$ cat src/verilog/fpst_defines.svh
/*
  Timing figures and field widths for the flash power-state sequencer.
  Assumes the includer uses them only through the macros below.
*/
`ifndef FPST_DEFINES_SVH
`define FPST_DEFINES_SVH

`define FPST_CLK_NS        40
`define FPST_TEDPD_NS      3000
`define FPST_TEUDPD_NS     3000
`define FPST_TRDPD_NS      8000
`define FPST_TXUDPD_NS     70000
`define FPST_TCSLU_NS      20
`define FPST_TPP_TYP_NS    2000000
`define FPST_TPP_MAX_NS    5000000
`define FPST_TOTP_TYP_NS   400000
`define FPST_TOTP_MAX_NS   950000
`define FPST_TWRSR_NS      200
`define FPST_PAGE_BYTES    256
`define FPST_LEN_W         9
`define FPST_CNT_W         17
// pin edge to state change: two sync flops and the edge compare
`define FPST_EDGE_LAT      3

// longest time: round down, never below one cycle
`define FPST_CYC_MAX(t) (((t) / `FPST_CLK_NS) < 1 ? 1 : ((t) / `FPST_CLK_NS))
// least time: round up
`define FPST_CYC_MIN(t) (((t) + `FPST_CLK_NS - 1) / `FPST_CLK_NS)

`endif

$ cat src/verilog/fpst_pkg.sv
/*
  Types shared by the flash power-state sequencer.
  Assumes fpst_defines.svh is on the include path.
*/
`include "fpst_defines.svh"

package fpst_pkg;

  typedef enum logic [2:0] {
    cmd_deep_pd,
    cmd_ultra_pd,
    cmd_resume,
    cmd_page_prog,
    cmd_otp_prog,
    cmd_status_wr
  } fpst_cmd_kind_type;

  typedef struct packed {
    logic                     valid;
    fpst_cmd_kind_type        kind;
    logic [`FPST_LEN_W-1:0]   len;
  } fpst_cmd_type;

  typedef struct packed {
    logic want;
    logic bit_val;
  } fpst_out_type;

  typedef struct packed {
    logic standby;
    logic deep_pd;
    logic ultra_pd;
    logic busy;
    logic armed;
  } fpst_status_type;

  typedef enum logic [3:0] {
    st_standby,
    st_enter_dpd,
    st_dpd,
    st_resume,
    st_enter_udpd,
    st_udpd,
    st_udpd_exit,
    st_prog,
    st_otp,
    st_wrsr
  } fpst_state_type;

endpackage

$ cat src/verilog/fpst_top.sv
/*
  Power-state and internal-operation timing of a small serial flash.
  Assumes cmd and out_ctl come from a decoder on clk; sclk_pin and
  select_low_n are raw pins and are synchronised here.
*/
`timescale 1ns/1ps
`include "fpst_defines.svh"

module fpst_top #(
  parameter int PP_CYC      = `FPST_CYC_MAX(`FPST_TPP_TYP_NS),
  parameter int PP_MAX_CYC  = `FPST_CYC_MAX(`FPST_TPP_MAX_NS),
  parameter int OTP_CYC     = `FPST_CYC_MAX(`FPST_TOTP_TYP_NS),
  parameter int OTP_MAX_CYC = `FPST_CYC_MAX(`FPST_TOTP_MAX_NS),
  parameter int CNT_W       = `FPST_CNT_W
) (
  input  wire logic                 clk,
  input  wire logic                 rst,
  input  wire logic                 sclk_pin,
  input  wire logic                 select_low_n,
  input  wire fpst_pkg::fpst_cmd_type cmd,
  input  wire fpst_pkg::fpst_out_type out_ctl,
  output logic                      so_o,
  output logic                      so_oe,
  output logic                      mode3,
  output fpst_pkg::fpst_status_type status
);
  import fpst_pkg::*;

  // power-down entry and resume absorb the pin edge latency to stay within limits; ultra-deep exit is a least time
  localparam int EDPD_CYC  = `FPST_CYC_MAX(`FPST_TEDPD_NS) - `FPST_EDGE_LAT;
  localparam int EUDPD_CYC = `FPST_CYC_MAX(`FPST_TEUDPD_NS) - `FPST_EDGE_LAT;
  localparam int RDPD_CYC  = `FPST_CYC_MAX(`FPST_TRDPD_NS) - `FPST_EDGE_LAT;
  localparam int XUDPD_CYC = `FPST_CYC_MIN(`FPST_TXUDPD_NS);
  localparam int WRSR_CYC  = `FPST_CYC_MAX(`FPST_TWRSR_NS);

  if (PP_CYC < 1 || PP_CYC > PP_MAX_CYC || OTP_CYC < 1 ||
      OTP_CYC > OTP_MAX_CYC || PP_MAX_CYC >= (1 << CNT_W) ||
      OTP_MAX_CYC >= (1 << CNT_W) || XUDPD_CYC >= (1 << CNT_W))
  begin : g_bad_param
    $error("fpst_top: busy counts do not fit their limits");
  end

  logic [1:0]          sync1_q;
  logic [1:0]          sync2_q;
  logic                cs_prev_q;
  logic                armed_q;
  logic                pend_q;
  fpst_cmd_kind_type   pend_kind_q;
  fpst_state_type      state_q;
  fpst_state_type      state_d;
  logic                so_oe_q;
  logic                so_q;
  logic                mode3_q;
  fpst_status_type     status_q;
  fpst_status_type     status_d;
  logic [CNT_W-1:0]    age_q;

  // bit 1 is the serial clock, bit 0 the select
  always_ff @(posedge clk)
  begin
    if (rst)
    begin
      sync1_q <= 2'h1;
      sync2_q <= 2'h1;
      cs_prev_q <= 1'b1;
    end
    else
    begin
      sync1_q <= {sclk_pin, select_low_n};
      sync2_q <= sync1_q;
      cs_prev_q <= sync2_q[0];
    end
  end

  wire csn_s     = sync2_q[0];
  wire sclk_s    = sync2_q[1];
  wire cs_fall_w = cs_prev_q & ~csn_s;
  wire cs_rise_w = ~cs_prev_q & csn_s;

  wire len_ok_w  = (cmd.len != '0) &&
                   (cmd.len <= `FPST_LEN_W'(`FPST_PAGE_BYTES));
  wire kind_ok_w = (state_q == st_standby && cmd.kind != cmd_resume &&
                    (cmd.kind != cmd_page_prog || len_ok_w)) ||
                   (state_q == st_dpd && cmd.kind == cmd_resume);
  wire accept_w  = cmd.valid & armed_q & ~csn_s & kind_ok_w;
  wire start_w   = cs_rise_w & pend_q;
  wire done_w;

  always_ff @(posedge clk)
  begin
    if (rst)
      armed_q <= 1'b0;
    else if (cs_fall_w)
      armed_q <= 1'b1;
  end

  // a command taken in the fall cycle wins over the clear
  always_ff @(posedge clk)
  begin
    if (rst)
    begin
      pend_q <= 1'b0;
      pend_kind_q <= cmd_deep_pd;
    end
    else if (accept_w)
    begin
      pend_q <= 1'b1;
      pend_kind_q <= cmd.kind;
    end
    else if (cs_fall_w || cs_rise_w)
      pend_q <= 1'b0;
  end

  wire fpst_state_type from_standby_w =
    (pend_kind_q == cmd_deep_pd)   ? st_enter_dpd  :
    (pend_kind_q == cmd_ultra_pd)  ? st_enter_udpd :
    (pend_kind_q == cmd_page_prog) ? st_prog       :
    (pend_kind_q == cmd_otp_prog)  ? st_otp        :
    (pend_kind_q == cmd_status_wr) ? st_wrsr       : st_standby;

  always_comb
  begin
    state_d = state_q;
    unique case (state_q)
      st_standby:
        if (start_w)
          state_d = from_standby_w;
      st_dpd:
        if (start_w && pend_kind_q == cmd_resume)
          state_d = st_resume;
      st_udpd:
        if (cs_fall_w)
          state_d = st_udpd_exit;
      st_enter_dpd:
        if (done_w)
          state_d = st_dpd;
      st_enter_udpd:
        if (done_w)
          state_d = st_udpd;
      st_resume, st_udpd_exit, st_prog, st_otp, st_wrsr:
        if (done_w)
          state_d = st_standby;
    endcase
  end

  wire timed_w = (state_d != state_q) && (state_d != st_standby) &&
                 (state_d != st_dpd) && (state_d != st_udpd);

  wire [CNT_W-1:0] load_val_w =
    (state_d == st_enter_dpd)  ? CNT_W'(EDPD_CYC)  :
    (state_d == st_enter_udpd) ? CNT_W'(EUDPD_CYC) :
    (state_d == st_resume)     ? CNT_W'(RDPD_CYC)  :
    (state_d == st_udpd_exit)  ? CNT_W'(XUDPD_CYC) :
    (state_d == st_prog)       ? CNT_W'(PP_CYC)    :
    (state_d == st_otp)        ? CNT_W'(OTP_CYC)   : CNT_W'(WRSR_CYC);

  fpst_busy_timer #(
    .CNT_W    (CNT_W)
  ) u_timer (
    .clk      (clk),
    .rst      (rst),
    .load     (timed_w),
    .load_val (load_val_w),
    .done     (done_w)
  );

  assign status_d.standby  = (state_d == st_standby);
  assign status_d.deep_pd  = (state_d == st_dpd);
  assign status_d.ultra_pd = (state_d == st_udpd);
  assign status_d.busy     = timed_w || ((state_d == state_q) &&
                             !status_d.standby && !status_d.deep_pd &&
                             !status_d.ultra_pd);
  assign status_d.armed    = armed_q | cs_fall_w;

  always_ff @(posedge clk)
  begin
    if (rst)
    begin
      state_q <= st_standby;
      status_q <= '{standby: 1'b1, default: 1'b0};
      age_q <= '0;
    end
    else
    begin
      state_q <= state_d;
      status_q <= status_d;
      age_q <= (state_d != state_q) ? '0 :
               (age_q != '1) ? age_q + CNT_W'(1) : age_q;
    end
  end

  // output driven only on request in a frame
  always_ff @(posedge clk)
  begin
    if (rst || cs_rise_w)
      so_oe_q <= 1'b0;
    else if (out_ctl.want && armed_q && !csn_s && state_q == st_standby)
      so_oe_q <= 1'b1;
  end

  always_ff @(posedge clk)
  begin
    if (rst)
      so_q <= 1'b0;
    else if (out_ctl.want)
      so_q <= out_ctl.bit_val;
  end

  // idle clock level at select fall
  always_ff @(posedge clk)
  begin
    if (rst)
      mode3_q <= 1'b0;
    else if (cs_fall_w)
      mode3_q <= sclk_s;
  end

  assign so_o   = so_q;
  assign so_oe  = so_oe_q;
  assign mode3  = mode3_q;
  assign status = status_q;
endmodule // fpst_top

$ cat src/verilog/fpst_busy_timer.sv
/*
  Down-counter that times one internal operation or power transition.
  Assumes load is a single-cycle pulse on the same clock.
*/
`timescale 1ns/1ps

module fpst_busy_timer #(
  parameter int CNT_W = 17
) (
  input  wire logic             clk,
  input  wire logic             rst,
  input  wire logic             load,
  input  wire logic [CNT_W-1:0] load_val,
  output logic                  done
);

  logic [CNT_W-1:0] cnt_q;

  if (CNT_W < 2)
  begin : g_bad_width
    $error("fpst_busy_timer: CNT_W too small");
  end

  // done rises in the cycle the count reaches one
  assign done = (cnt_q == CNT_W'(1));

  always_ff @(posedge clk)
  begin
    if (rst)
      cnt_q <= '0;
    else if (load)
      cnt_q <= load_val;
    else if (cnt_q != '0)
      cnt_q <= cnt_q - CNT_W'(1);
  end

endmodule // fpst_busy_timer

$ cat config.mk
export PLATFORM = sky130hd
export DESIGN_NAME = fpst_top
export DESIGN_NICKNAME = d
export VERILOG_FILES = /design/src/verilog/fpst_pkg.sv /design/src/verilog/fpst_top.sv /design/src/verilog/fpst_busy_timer.sv
export VERILOG_INCLUDE_DIRS = /design/src /design/src/verilog
export SDC_FILE = /design/constraint.sdc
export NUM_CORES = 1
export LEC_CHECK = 0
export ABC_CLOCK_PERIOD_IN_PS = 3800
export BUFFER_PORTS_ARGS = -buffer_cell sky130_fd_sc_hd__buf_2
export CAP_MARGIN = 40
export CORE_ASPECT_RATIO = 2
export CORE_MARGIN = 8
export CORE_UTILIZATION = 25
export CTS_CLUSTER_SIZE = 14
export DETAILED_ROUTE_END_ITERATION = 8
export PLACE_DENSITY = 0.53
export SYNTH_ARGS = -nofsm -noshare
export SYNTH_HDL_FRONTEND = slang
export SYNTH_SLANG_ARGS = --single-unit
$ cat constraint.sdc
create_clock -name clk -period 3.8 [get_ports clk]
set_clock_uncertainty 0.1 [all_clocks]
set_input_delay 0.38 -clock clk [delete_from_list [all_inputs] [get_ports clk]]
set_output_delay 0.38 -clock clk [all_outputs]
set_load 0.1 [all_outputs]
==> out/results.txt <==
The die is 84.2 microns wide. The startpoint of the lowest-slack register-to-register path is u_timer.cnt_q[0]. The logs give 2 for the maximum number of buffers from clock root to sink and 0 for the antenna diode instance count. The worst-case register-to-register setup slack was 0.70 ns. Kind of end point of the critical path: a flip-flop.

The post-route netlist has 16.8% of its cells at a drive strength greater than 1. In this run the critical register-to-register path is captured at u_timer.cnt_q[7]. Setup repair after global routing left no endpoint under its margin. Across the run, the number of max-cap violations was 0. At the pin with the least slew margin, the transition time is 0.661 ns. The post-synthesis average cell area is 8.36 sq um. Count of cells resized by post-cts repair: 0. For this run, the leading register cell type out of synthesis is dfxtp_1. Walking the worst path, the cells encountered are ha_1, or4b_1, nor4_4, mux2i_1, a21bo_4, mux2i_2, a21o_1, o22ai_1. The synthesized design contains 0 enable-type register cells. Largest net degree at the start of global routing: 26. In this run the remaining antenna-violating nets after routing total 0. Timing would allow up to 323 MHz. The run finished with clean final reports. The run gives 2084 as the routed via count. The post-synthesis cell type count was 58; the total count of hold-check failures in the final report was 0. TritonCTS built the clock tree.

The tools report the total routed wirelength as 5750 microns. In the routed design, unresolved DRC markers number 0. Slowest stage cell on the critical path: or4b_1. In the finished design, the share of the clock period the worst path needs comes to 81.5%. The beginning of the worst hold path was select_low_n. Share of synthesized flip-flops with an asynchronous set or reset: 0%. In this run the static leakage power is 0.00109 uW.

VDD sags by at most 381 uV. The cell depth of the worst min-delay path came out at 2. The path class of the tightest hold or removal check is in -> reg. The share of the synthesized area in compound gates (AO/OA/AOI/OAI) is 22.6%, and the count of pins on the block boundary is 27.

Largest family of logic cells by synthesized area: simple AND/OR/NAND/NOR gates. The die outline height was 152 microns. In the synthesized netlist, mux cells make up 4.74% of the area. The critical path class was reg -> reg.

In the final routed layout, each cell accounts on average for 14.1 microns. Summed over all failing endpoints, the final setup total negative slack is 0 ns. The logs give 4 for the iteration count of the initial detailed-routing pass and 55.6% for the worst-case headroom to the max-slew limit. The register bit count reported by yosys was 39; the initial antenna violation count was 0. The number of buffer and inverter instances along the worst setup path works out to 0. In this run the power density over the cells is 975 nW/um^2. Synthesis produced a netlist whose cell count is 278.

The worst register-to-register path has a depth of 8. The tools report the final HPWL from detailed placement as 4330 microns. The number of hold buffers added after CTS was 0.

The smallest clock period supported by the final layout is computed as 3.10 ns. The floorplan step defined a die boundary enclosing 12800 sq um. Clock tree synthesis inserted a total of 5 buffers. The xor and xnor fraction of the mapped netlist area came out at 6.40%. The number of pins exceeding their max-slew limit in the final report was 0; the routability congestion estimate was 0.792.

Data on the critical path is required at its endpoint by 3.86 ns. The adder-cell area share of the yosys netlist was 2.69%; the clock slew seen by the registers of the worst setup and hold paths was 0.06 ns. After Yosys synthesis, and, or, nand and nor cells account for 25.8% of the synthesized area. The highest cell delay on the worst timing path came out at 0.49 ns. The clock reaches the later pin of the worst-skew pair after 0.28 ns. The effective utilization at floorplan is 25.3%. In this run the worst path has a maximum fanout of 12. The worst hold path terminates at sync1_q[0]. The total area inside the core boundary comes to 9200 sq um. The total number of nets in the final design came out at 326.

The floorplan has 50 rows. Sequential elements use 33.6% of the synthesized area. The tools report the arrival time at the worst endpoint as 3.15 ns. For this run the aggregate overflow at the end of global routing stands at 0. Input and output buffers added on the ports amount to 26. In this run the number of H-tree levels came out at 2.

Setup violations remaining at the end of the flow were counted as 0. The first global-routing pass estimated 9850 microns of wire. The clock root buffer was clkbuf_16. The area growth from synthesis to layout came out at 17.4%. The worst setup path is launched from a flip-flop.

The via count of the first global-routing pass is 2008. Counting every sink on the clock net gives 39. The tools report the post-synth net total as 302. After detailed routing, the number of vias per cell comes to 5.12. The design draws 2660 uW. The logs give 171 for the violation count after the first detailed-route iteration and 9.27% for the overall global routing resource usage.

Cell type group with the largest total delay on the critical path: multiplexers. The Yosys step of the flow raised 0 warnings. The run gives 2320 sq um as the synthesized area. The number of setup buffers added after CTS is 0.
-- cells by family after synthesis --
group	Yosys count
mux	10
flops	39
buf+inv	23
compound gates	73
simple gates	111
xor+xnor	17
fa+ha+maj	5
-- registers in the layout, summed over array words and instances (netlist names) --
signal,count
armed_q,1
cs_prev_q,1
mode3,1
pend_kind_q,3
pend_q,1
so_o,1
so_oe,1
state_q,4
status,5
sync1_q,2
sync2_q,2
u_timer.cnt_q,17
-- final cells by class --
cell class	instances	area (sq um)
Clock buffer	6	139
Clock inverter	2	38.8
Fill cell	948	6470
Inverter	11	41.3
Multi-Input combinational cell	216	1450
Sequential cell	39	781
Tap cell	104	130
Timing Repair Buffer	29	153
-- worst reg2reg max path, delay by kind of cell, from the launching register on --
kind	cells	cell delay, ns
DFF	1	0.44
and+or+nand+nor	2	0.70
adders and majority gates	1	0.18
muxes	2	0.79
AOI/OAI and AO/OA	3	0.76
-- worst max path at each step --
stage | start | endpoint | slack [ns] | cells after the start
after floorplan | u_timer.cnt_q[0] | u_timer.cnt_q[6] | 1.02 | 9
after global placement | u_timer.cnt_q[1] | u_timer.cnt_q[7] | 0.81 | 9
after detailed placement | u_timer.cnt_q[0] | u_timer.cnt_q[7] | 0.71 | 8
after CTS | u_timer.cnt_q[0] | u_timer.cnt_q[7] | 0.71 | 8
after global routing | u_timer.cnt_q[0] | u_timer.cnt_q[9] | 0.47 | 8
final | u_timer.cnt_q[0] | u_timer.cnt_q[7] | 0.70 | 8
-- layout by cell type, fill, tap and decap left out, types with 4 or more instances in the layout --
| cell | count |
|---|---|
| and3_1 | 5 |
| buf_2 | 26 |
| ha_1 | 5 |
| nand2_1 | 17 |
| nor2_1 | 34 |
| nor4_1 | 9 |
| nor2b_1 | 5 |
| a21oi_1 | 12 |
| xnor2_1 | 11 |
| inv_1 | 10 |
| nand3_1 | 6 |
| xor2_1 | 6 |
| nor3_1 | 12 |
| o22ai_1 | 9 |
| mux2i_1 | 7 |
| o21ai_0 | 10 |
| nand2b_1 | 4 |
| dfxtp_1 | 39 |
| clkbuf_16 | 5 |
-- power breakdown --
group	switching [uW]	internal, uW	total, uW
clock	169	330	499
combinational	969	582	1550
sequential	101	510	610
-- synth_stat cells, drive strengths merged, types with 5 or more instances --
cell type	instances	area, sq um
dfxtp	39	781
nor2	35	148
nand2	17	63.8
o21ai	13	65.1
a21oi	12	60.1
nor3	12	60.1
xnor2	11	96.3
clkbuf	10	37.5
inv	10	37.5
nor4	10	77.6
o22ai	9	56.3
mux2i	8	83.8
nand3	6	30.0
xor2	6	52.6
and3	5	31.3
ha	5	62.6
nor2b	5	31.3
-- per-layer routing --
metal	vias to the layer above	part of all wire, %	track usage, %
met5	-	0	0
met4	0	2.2	4.56
met3	9	4.3	2.36
met2	43	46	14.0
met1	960	47	11.8
li1	1072	-	-
-- stage by stage --
step | setup slack [ns] | instances | instance area, sq um | utilization (%) | hold slack [ns]
after detailed placement | 0.710 | 399 | 2550 | 27.7 | 0.299
after global placement | 0.811 | 399 | 2550 | 27.7 | 0.304
after CTS | 0.708 | 407 | 2730 | 29.7 | 0.170
after global routing | 0.467 | 407 | 2730 | 29.7 | 0.171
after floorplan | 1.02 | 278 | 2320 | - | 0.289
final | 0.704 | 407 | 2730 | 29.7 | 0.177
(Power assumes the default switching activity.)
